**src/rtl/step_sel_pkg.sv**
```systemverilog
/*
 constants and carrier types for the sequence step input selector.
 assumes a 32-bit ahb-lite register bus and a sequencer giving a 3-bit step number.
*/
package step_sel_pkg;
	localparam int          step_count       = 7;
	localparam int          sel_width        = 2;
	localparam int          field_pitch      = 4;
	localparam logic [11:0] step_sel_offset  = 12'h000;
	localparam logic [11:0] step_sel_extra   = 12'h004;
	localparam logic [31:0] step_sel_reset   = 32'h0000_0000;
	localparam logic [31:0] step_sel_rw_mask = 32'h0333_3333;
	localparam logic [1:0]  htrans_nonseq    = 2'h2;
	localparam logic [1:0]  htrans_seq       = 2'h3;
	localparam logic [2:0]  hsize_word       = 3'h2;

	typedef struct packed {
		logic        sel;
		logic [31:0] haddr;
		logic [1:0]  htrans;
		logic        hwrite;
		logic [2:0]  hsize;
		logic        hready;
		logic [31:0] hwdata;
	} ahb_req_t;

	typedef struct packed {
		logic [31:0] hrdata;
		logic        hreadyout;
		logic        hresp;
	} ahb_rsp_t;

	typedef struct packed {
		logic       valid;
		logic [2:0] step;
	} step_req_t;

	typedef struct packed {
		logic       valid;
		logic [1:0] input_sel;
	} step_sel_t;
endpackage

```
**src/rtl/sample_step_input_select.sv**
```systemverilog
/*
 holds the per-step analog input selectors of one sample sequencer and picks the
 selector of the step being run. assumes a single ahb-lite master and a sequencer
 on the same clock that names the step it runs (0 = first step).
*/
`timescale 1ns/1ns

module sample_step_input_select (
	// clock and reset
	input  wire logic                    clk_sys_in,
	input  wire logic                    rst_b_in,
	// register bus
	input  wire step_sel_pkg::ahb_req_t  ahb_in,
	output      step_sel_pkg::ahb_rsp_t  ahb_out,
	// sequencer
	input  wire step_sel_pkg::step_req_t step_in,
	output      step_sel_pkg::step_sel_t step_sel_out
);
	import step_sel_pkg::*;

	logic [1:0]  rst_sync;
	logic        rst_b;
	logic [31:0] step_sel;
	logic        wr_pend;
	logic [11:0] wr_addr;
	logic        rd_hit;
	logic        addr_ok;
	logic [31:0] hrdata;

	function automatic logic [1:0] field_of(input logic [31:0] r, input logic [2:0] s);
		logic [4:0] lsb;
		lsb = {s[2:0], 2'b00};
		field_of = r[lsb +: 2];
	endfunction

	// reset release kept clean of the async edge
	always_ff @(posedge clk_sys_in or negedge rst_b_in) begin
		if (!rst_b_in) begin
			rst_sync <= 2'b00;
		end else begin
			rst_sync <= {rst_sync[0], 1'b1};
		end
	end
	assign rst_b = rst_sync[1];

	wire logic addr_phase = ahb_in.sel && ahb_in.hready &&
		(ahb_in.htrans == htrans_nonseq || ahb_in.htrans == htrans_seq);

	// data phase bookkeeping; registers answer with no wait state
	always_ff @(posedge clk_sys_in or negedge rst_b) begin
		if (!rst_b) begin
			wr_pend <= 1'b0;
			wr_addr <= 12'h000;
			rd_hit  <= 1'b0;
		end else begin
			wr_pend <= addr_phase && ahb_in.hwrite;
			wr_addr <= ahb_in.haddr[11:0];
			rd_hit  <= addr_phase && !ahb_in.hwrite;
		end
	end

	always_ff @(posedge clk_sys_in or negedge rst_b) begin
		if (!rst_b) begin
			step_sel <= step_sel_reset;
		end else if (wr_pend && wr_addr == step_sel_offset) begin
			step_sel <= ahb_in.hwdata & step_sel_rw_mask;
		end
	end

	// unmapped offsets read zero, writes dropped; response stays okay
	assign addr_ok = (ahb_in.haddr[11:0] == step_sel_offset);
	always_ff @(posedge clk_sys_in or negedge rst_b) begin
		if (!rst_b) begin
			hrdata <= 32'h0000_0000;
		end else if (addr_phase && !ahb_in.hwrite) begin
			hrdata <= addr_ok ? (step_sel & step_sel_rw_mask) : 32'h0000_0000;
		end
	end

	assign ahb_out.hrdata    = hrdata;
	assign ahb_out.hreadyout = 1'b1;
	assign ahb_out.hresp     = 1'b0;

	// named views of each step's field, read by the checks below
	logic [1:0] step1_input_sel;
	logic [1:0] step2_input_sel;
	logic [1:0] step3_input_sel;
	logic [1:0] step4_input_sel;
	logic [1:0] step5_input_sel;
	logic [1:0] step6_input_sel;
	logic [1:0] step7_input_sel;
	assign step1_input_sel = step_sel[1:0];
	assign step2_input_sel = step_sel[5:4];
	assign step3_input_sel = step_sel[9:8];
	assign step4_input_sel = step_sel[13:12];
	assign step5_input_sel = step_sel[17:16];
	assign step6_input_sel = step_sel[21:20];
	assign step7_input_sel = step_sel[25:24];

	// value passed as the pin number
	always_ff @(posedge clk_sys_in or negedge rst_b) begin
		if (!rst_b) begin
			step_sel_out <= '0;
		end else begin
			step_sel_out.valid     <= step_in.valid && (step_in.step < 3'(step_count));
			step_sel_out.input_sel <= (step_in.step < 3'(step_count)) ?
				field_of(step_sel, step_in.step) : 2'b00;
		end
	end

	// assertions
	step1_field_a: assert property (@(posedge clk_sys_in) disable iff (!rst_b)
		step_in.valid && step_in.step == 3'h0 |=> step_sel_out.input_sel == $past(step1_input_sel))
		else $error("step1 selector wrong");
	step2_field_a: assert property (@(posedge clk_sys_in) disable iff (!rst_b)
		step_in.valid && step_in.step == 3'h1 |=> step_sel_out.input_sel == $past(step2_input_sel))
		else $error("step2 selector wrong");
	step3_field_a: assert property (@(posedge clk_sys_in) disable iff (!rst_b)
		step_in.valid && step_in.step == 3'h2 |=> step_sel_out.input_sel == $past(step3_input_sel))
		else $error("step3 selector wrong");
	step4_field_a: assert property (@(posedge clk_sys_in) disable iff (!rst_b)
		step_in.valid && step_in.step == 3'h3 |=> step_sel_out.input_sel == $past(step4_input_sel))
		else $error("step4 selector wrong");
	step5_field_a: assert property (@(posedge clk_sys_in) disable iff (!rst_b)
		step_in.valid && step_in.step == 3'h4 |=> step_sel_out.input_sel == $past(step5_input_sel))
		else $error("step5 selector wrong");
	step6_field_a: assert property (@(posedge clk_sys_in) disable iff (!rst_b)
		step_in.valid && step_in.step == 3'h5 |=> step_sel_out.input_sel == $past(step6_input_sel))
		else $error("step6 selector wrong");
	step7_field_a: assert property (@(posedge clk_sys_in) disable iff (!rst_b)
		step_in.valid && step_in.step == 3'h6 |=> step_sel_out.input_sel == $past(step7_input_sel))
		else $error("step7 selector wrong");
	reserved_zero_a: assert property (@(posedge clk_sys_in) disable iff (!rst_b)
		(step_sel & ~step_sel_rw_mask) == 32'h0000_0000 && (hrdata & ~step_sel_rw_mask) == 32'h0)
		else $error("reserved bits not zero");
	write_read_a: assert property (@(posedge clk_sys_in) disable iff (!rst_b)
		wr_pend && wr_addr == step_sel_offset |=>
		step_sel == ($past(ahb_in.hwdata) & step_sel_rw_mask))
		else $error("write not stored");
	pin_number_a: assert property (@(posedge clk_sys_in) disable iff (!rst_b)
		step_in.valid && step_in.step < 3'h7 && $stable(step_sel) |=>
		step_sel_out.valid && step_sel_out.input_sel == field_of(step_sel, $past(step_in.step)))
		else $error("pin number not passed");

	// reset state and bus side
	reset_state_a: assert property (@(posedge clk_sys_in) disable iff (!rst_b)
		$rose(rst_b) |-> step_sel == step_sel_reset && hrdata == 32'h0000_0000)
		else $error("reset state wrong");
	reset_out_a: assert property (@(posedge clk_sys_in) disable iff (!rst_b)
		$rose(rst_b) |-> !step_sel_out.valid && step_sel_out.input_sel == 2'b00)
		else $error("step output not cleared by reset");
	read_data_a: assert property (@(posedge clk_sys_in) disable iff (!rst_b)
		rd_hit |-> hrdata == ($past(addr_ok) ? $past(step_sel & step_sel_rw_mask) : 32'h0))
		else $error("read data wrong");
	read_stands_a: assert property (@(posedge clk_sys_in) disable iff (!rst_b)
		!(addr_phase && !ahb_in.hwrite) |=> $stable(hrdata))
		else $error("read data moved");
	unmapped_write_a: assert property (@(posedge clk_sys_in) disable iff (!rst_b)
		wr_pend && wr_addr != step_sel_offset |=> $stable(step_sel))
		else $error("unmapped write landed");
	write_hold_a: assert property (@(posedge clk_sys_in) disable iff (!rst_b)
		!wr_pend |=> $stable(step_sel))
		else $error("register moved without a write");
	bus_response_a: assert property (@(posedge clk_sys_in) disable iff (!rst_b)
		ahb_out.hreadyout && !ahb_out.hresp)
		else $error("bus response not okay");
	deselect_idle_a: assert property (@(posedge clk_sys_in) disable iff (!rst_b)
		!ahb_in.sel |=> !wr_pend && !rd_hit)
		else $error("transfer taken while deselected");

	// sequencer side: only real steps give a valid pick
	step_none_a: assert property (@(posedge clk_sys_in) disable iff (!rst_b)
		step_in.step == 3'h7 |=> !step_sel_out.valid && step_sel_out.input_sel == 2'b00)
		else $error("no-step code gave a pick");
	step_idle_a: assert property (@(posedge clk_sys_in) disable iff (!rst_b)
		!step_in.valid |=> !step_sel_out.valid)
		else $error("pick valid without a step");
	step_valid_a: assert property (@(posedge clk_sys_in) disable iff (!rst_b)
		step_in.valid && step_in.step != 3'h7 |=> step_sel_out.valid)
		else $error("real step gave no pick");

	// scenarios worth seeing at least once
	write_seen_c: cover property (@(posedge clk_sys_in) disable iff (!rst_b)
		wr_pend && wr_addr == step_sel_offset);
	read_seen_c: cover property (@(posedge clk_sys_in) disable iff (!rst_b) rd_hit);
	step7_nonzero_c: cover property (@(posedge clk_sys_in) disable iff (!rst_b)
		step_in.valid && step_in.step == 3'h6 && step_sel[25:24] != 2'b00);
	unmapped_c: cover property (@(posedge clk_sys_in) disable iff (!rst_b)
		addr_phase && !addr_ok);
	step1_nonzero_c: cover property (@(posedge clk_sys_in) disable iff (!rst_b)
		step_in.valid && step_in.step == 3'h0 && step1_input_sel != 2'b00);
endmodule // sample_step_input_select

```
**config.mk**
```make
export PLATFORM = sky130hd
export DESIGN_NAME = sample_step_input_select
export DESIGN_NICKNAME = d
export VERILOG_FILES = /design/src/rtl/step_sel_pkg.sv /design/src/rtl/sample_step_input_select.sv
export SDC_FILE = /design/constraint.sdc
export NUM_CORES = 1
export LEC_CHECK = 0
export BUFFER_PORTS_ARGS = -buffer_cell sky130_fd_sc_hd__buf_2
export CELL_PAD_IN_SITES_DETAIL_PLACEMENT = 0
export CELL_PAD_IN_SITES_GLOBAL_PLACEMENT = 2
export CORE_UTILIZATION = 25
export DETAILED_ROUTE_END_ITERATION = 12
export GPL_TIMING_DRIVEN = 0
export PLACE_DENSITY_LB_ADDON = 0.08
export SYNTH_ARGS = -nofsm -noshare
export SYNTH_HDL_FRONTEND = slang
export SYNTH_SLANG_ARGS = --single-unit
```
**constraint.sdc**
```tcl
create_clock -name clk_sys_in -period 1.8 [get_ports clk_sys_in]
set_clock_uncertainty 0.05 [all_clocks]
set_input_delay 0.09 -clock clk_sys_in [delete_from_list [all_inputs] [get_ports clk_sys_in]]
set_output_delay 0.09 -clock clk_sys_in [all_outputs]
set_load 0.005 [all_outputs]
```
==> flow_summary.toml, run 1 <==
[cts]
cts_buffers = 5
htreeDepth = 2
path_clk_slew_ns = 0.08
clock_path_buffers = 2
cts_tree = "done"
worst_skew_pair.late_latency_ns = 0.29
cts_root_buf = "clkbuf_8"
clock_sinks = 46
post_cts_buffers = 0

[placed_design]
placed_area_um2 = 2432
dp.final_hpwl_mm = 3.256
gp_congestion = 0.6653
portBuffers = 51

[power]
p_int_mw = 1.495
seqPwrFrac_pct = 57.3
power.leakage_nw = 1.392
power_frac_comb_pct = 11.9
vdd.ir_drop.worst_mv = 0.1995
clockPowerShare_pct = 30.8
power.net_switching_uw = 434.8
switching_share_pct = 22.54
powerDensity_nw_per_um2 = 684.2
finalPower_mw = 1.929

[sta]
min_period_ns = 1.652
slew_headroom_pct = 62.65
drv_slew = 0
rsz0062_at_grt = "no"
tightestPinTransition_ns = 0.5602
hold_viol = 0
setup_viol = 0
fmax_mhz = 605.4
min_period_over_period_pct = 91.77
timing.setup.tns_ns = 0

[run_status]
outcome = "completed"

[setup_path]
path_cells = "dlygate4sd3_1 > buf_2 > nor4_2 > nand3_1 > clkbuf_2 > o21ai_0"
crit_fanout = 10
critPathMaxStageDelay_ns = 0.53
r2r_start = "wr_addr[1]"
regToRegSetupSlack_ns = 0.20
startpoint_type = "input pin"
critPathCaptureType = "flop"
crit_arrival_ns = 1.81
rr_endpoint = "step_sel[0]"
critPathSlowestCell = "dlygate4sd3_1"
crit_required_ns = 1.96
critPathKind = "input pin to flop"
worst-r2r-cell-count = 4

[yosys]
synth_cells = 155
synthMuxAreaShare_pct = 13.32
yosysSeqAreaShare_pct = 58.94
synth_seq_cells = 46
synth_fa_ha_area_share_pct = 0
synth_compound_area_share_pct = 5.317
synth.distinct_cells = 28
netlist_area_um2 = 1953
yosys.area_share.simple_pct = 12.56
ys_warn_count = 0
synth_top_family_by_area = "multiplexers"
syn_area_per_cell_um2 = 12.60
synth_xor_xnor_area_share_pct = 0

[global_routing]
grt_max_degree = 24
grt_first_pass_wirelength_mm = 7.458
grt_pass1_vias = 1521
grt_overflow_total = 0
antenna_found_initial = 0
grt_use_total_pct = 11.76

[route]
drc = 0
ant_nets = 0
finalWirelength_mm = 4.481
routed-via-count = 1441
wire_per_inst_um = 12.34
drtPass1Iterations = 4
drt-initial-drc-count = 28
via_per_inst = 3.970

[worst_hold_path]
hold_path_startpoint = "ahb_in[32]"
whs_path_depth = 2
min_path_type = "input pin to flop"
hold_end = "wr_pend"

[floorplanning]
die_h_um = 90.39
dieArea_um2 = 8170
boundaryPins = 115
core_area_um2 = 7408
initial_utilization_pct = 26.36
fp-row-count = 31
die_w_um = 90.39

[final_layout]
num_antenna_cells = 0
final_layout_size_suffix_gt1_share_pct = 38.26
fillers = 731
syn2layout_area_growth_pct = 44.39
fin_area_um2 = 2820
nNetsFinal = 341

[flow_run]
drv_cap = 0
==> metal layers <==
metal  part of all wire (%)  GRT usage, %  wire [µm]
met1                     45         14.44       2023
met2                     47         19.27       2086
met3                    6.0         3.199        268
met4                    2.3         5.242        102
met5                      0             0          0
==> logic make-up (layout without fill, tap and decap cells) <==
logic type,after synthesis,in the layout
compound gates,19,19
buf+inv,27,117
flops,46,46
mux,18,18
other cells,2,21
simple gates,43,43
==> placed cells by master, fill, tap and decap left out, types with 3 or more instances in the layout <==
cell	instances
dlygate4sd3_1	30
nand2_1	28
buf_2	52
mux2_2	4
dfrtp_1	45
o21ai_0	13
clkbuf_8	5
buf_4	20
conb_1	21
clkbuf_1	6
mux2_4	10
nor2_1	3
==> area by class of cell <==
cell class	count	area [µm²]	share of cell area, %
well taps	99	123.9	4.392
inverters	1	3.754	0.1331
repair buffers	82	583.1	20.67
multi-input cells	101	694.4	24.62
flip-flops and latches	46	1152	40.86
plain buffers	26	182.7	6.477
clock buffers	8	80.08	2.839
==> synth_stat cells <==
cell type  instances  share of area (%)
dfrtp_1           46                 59
nand2_1           28                5.4
buf_4             20                7.7
o21ai_0           13                3.3
mux2_4            10                7.7
clkbuf_1           4               0.77
mux2_2             4                2.3
nor2_1             3               0.58
nor4_1             3               0.96
a21oi_1            2               0.51
a2bb2oi_1          2               0.90
conb_1             2               0.38
mux2i_1            2                1.0
mux4_2             2                2.3
a31oi_1            1               0.32
and4_1             1               0.45
and4b_1            1               0.51
buf_2              1               0.26
buf_6              1               0.58
inv_1              1               0.19
nand3_1            1               0.26
nand4_4            1                1.1
nand4b_1           1               0.45
nor2b_1            1               0.32
nor3_1             1               0.26
nor4_4             1                1.1
nor4b_4            1                1.2
o21ai_1            1               0.26
==> power groups by stage <==
stage	registers, mW	clock network, mW	logic, mW
6_report	1.11	0.595	0.229
5_1_grt	1.11	0.681	0.253
4_1_cts	1.11	0.636	0.229
3_5_place_dp	1.13	0	0.177
3_3_place_gp	1.13	0	0.158
2_1_floorplan	1.12	0	0.0977
==> critical path: cells and delay by family <==
kind                   cells  cell delay [ns]
AO/OA/AOI/OAI              1             0.22
buffers and inverters      3             0.93
AND/OR/NAND/NOR            2             0.56
==> stage by stage <==
stage	instances	setup slack, ns	util [%]	hold WS [ns]
after floorplan	174	0.3128	-	-0.2556
after global placement	324	-0.06948	32.44	-0.1741
after detailed placement	325	0.1980	32.83	-0.1724
after CTS	363	0.04297	37.97	0.02701
after global routing	363	0.02252	38.07	0.03078
final	363	0.1481	38.07	0.03570
==> registers in the layout, summed over array words and instances, names as in the netlist <==
register and flops:
wr_pend 1, rst_sync 2, step_sel_out 3, step_sel 14
hrdata 14, wr_addr 12
==> worst max-delay path by stage <==
stage,from,endpoint,slack (ns),cells past startpoint
finish,ahb_in[40],hrdata[9],0.15,6
global route,ahb_in[40],hrdata[8],0.02,6
CTS,ahb_in[40],hrdata[9],0.04,6
detailed placement,wr_addr[1],step_sel[21],0.20,4
global placement,rst_sync[1],step_sel[21],-0.07,0
floorplan,wr_addr[7],step_sel[0],0.31,4
==> repair_timing <==
item / CTS / global route
hold buffers: 30 / 0
setup endpoints to repair: 0 / 10
hold endpoints to repair: 31 / 0
resized for setup: 0 / 3
Note: power is estimated with default switching activity, not from simulation.
==> run 2: changes to the inputs <==
- PLACE_DENSITY_LB_ADDON: 0.08 -> 0.12
==> run 2 against run 1 <==
Cell count up 0.28%; hold slack about the same; total power up 18%; die area unchanged; register-to-register slack about the same; cell area up 2.2%; via count down 2.2%; critical path type is now flop to flop; largest cell class unchanged; largest power group unchanged; highest routed layer unchanged.
==> flow_summary.toml, run 2 (same netlist as run 1, synthesis figures left out) <==
[placed_design]
place_inst = 325
placed_area_um2 = 2425
dp.final_hpwl_mm = 3.194
place_ws_ns = 0.2006
gp_congestion = 0.6697
portBuffers = 51

[global_routing]
grt_overflow_total = 0
grt_max_degree = 25
grt_pass1_vias = 1458
antenna_found_initial = 0
grt_use_total_pct = 11.76
grt_first_pass_wirelength_mm = 7.334

[floorplanning]
die_h_um = 90.39
core_area_um2 = 7408
die_w_um = 90.39
boundaryPins = 115
initial_utilization_pct = 26.36
fp-row-count = 31
dieArea_um2 = 8170

[route]
drt-initial-drc-count = 37
finalWirelength_mm = 4.553
wire_per_inst_um = 12.51
ant_nets = 0
routed-via-count = 1410
via_per_inst = 3.874
drc = 0
drtPass1Iterations = 4

[sta]
timing.setup.tns_ns = 0
tightestPinTransition_ns = 0.5840
drv_slew = 0
min_period_ns = 1.606
hold_viol = 0
rsz0062_at_grt = "no"
min_period_over_period_pct = 89.20
slew_headroom_pct = 61.07
fmax_mhz = 622.8
timing.hold.ws_ns = 0.03567
setup_viol = 0
fin_ws_ns = 0.1944

[cts]
cts_buffers = 5
path_clk_slew_ns = 0.09
clock_sinks = 46
clock_path_buffers = 2
cts_tree = "done"
worst_skew_pair.late_latency_ns = 0.29
cts_root_buf = "clkbuf_8"
htreeDepth = 2

[setup_path]
critPathCaptureType = "flop"
cp_num_buf_inv = 1
crit_family = "simple AND/OR/NAND/NOR gates"
crit_fanout = 10
crit_arrival_ns = 1.74
worst-r2r-cell-count = 4
path_cells = "nor4b_4 > nand4_4 > buf_6 > mux2_4"
critPathSlowestCell = "dfrtp_1"
critPathKind = "flop to flop"
r2r_start = "wr_addr[7]"
regToRegSetupSlack_ns = 0.19
rr_endpoint = "step_sel[20]"
startpoint_type = "flop"
crit_required_ns = 1.93
critPathMaxStageDelay_ns = 0.40
critPathLaunch = "wr_addr[7]"

[power]
powerDensity_nw_per_um2 = 787.7
p_int_mw = 1.809
vdd.ir_drop.worst_mv = 0.2489
power_frac_comb_pct = 10.0
seqPwrFrac_pct = 48.7
power.net_switching_uw = 461.7
switching_share_pct = 20.33
power.leakage_nw = 1.425
clockPowerShare_pct = 41.3
finalPower_mw = 2.271

[final_layout]
final_layout_size_suffix_gt1_share_pct = 39.62
syn2layout_area_growth_pct = 47.60
final_cells = 364
fin_util_pct = 38.91
fin_area_um2 = 2883
nNetsFinal = 342
reg_top3 = "hrdata (14), step_sel (14), wr_addr (12)"
num_antenna_cells = 0
layout.cells.most_common_list = "buf_2 (52), dfrtp_1 (45), dlygate4sd3_1 (30)"
final_common_cell = "buf_2"

[run_status]
outcome = "completed"

[flow_run]
drv_cap = 0

[worst_hold_path]
min_path_type = "input pin to asynchronous set/reset pin"
==> run 2: area by class of cell <==
cell class / instances / area, µm²
Fill cell: 741 / 4526
Sequential cell: 46 / 1152
Multi-Input combinational cell: 101 / 694.4
Timing Repair Buffer: 83 / 583.1
Buffer: 26 / 182.7
Tap cell: 99 / 123.9
Clock buffer: 6 / 82.58
Clock inverter: 2 / 60.06
Inverter: 1 / 3.754
==> run 2: worst max-delay path by stage <==
stage                         to  depth (start not counted)
floorplan            step_sel[0]                          4
global placement    step_sel[20]                          0
detailed placement  step_sel[20]                          4
CTS                   hrdata[13]                          6
global route          hrdata[12]                          6
finish              step_sel[20]                          4
==> run 2: layer usage <==
layer  part of all wire (%)  vias to the layer above  track usage [%]  routed length (µm)
met3                    4.5                       10            3.030                 203
li1                       -                      702                -                   -
met5                      0                        -                0                   0
met2                     44                       50            17.75                2008
met4                    2.9                        0            5.511                 130
met1                     49                      648            15.70                2211
==> run 2: timing repair <==
action / 4_1_cts / 5_1_grt
gates resized for setup: 0 / 3
hold buffers: 30 / 0
hold endpoints to repair: 31 / 0
setup buffers: 0 / 1
setup endpoints to repair: 0 / 10
==> run 2: power by group through the flow <==
stage	clock network, mW	logic [mW]	registers [mW]
after floorplan	0	0.0977	1.12
after global placement	0	0.161	1.14
after detailed placement	0	0.177	1.13
after CTS	0.970	0.228	1.11
after global routing	1.01	0.252	1.11
final	0.938	0.228	1.10
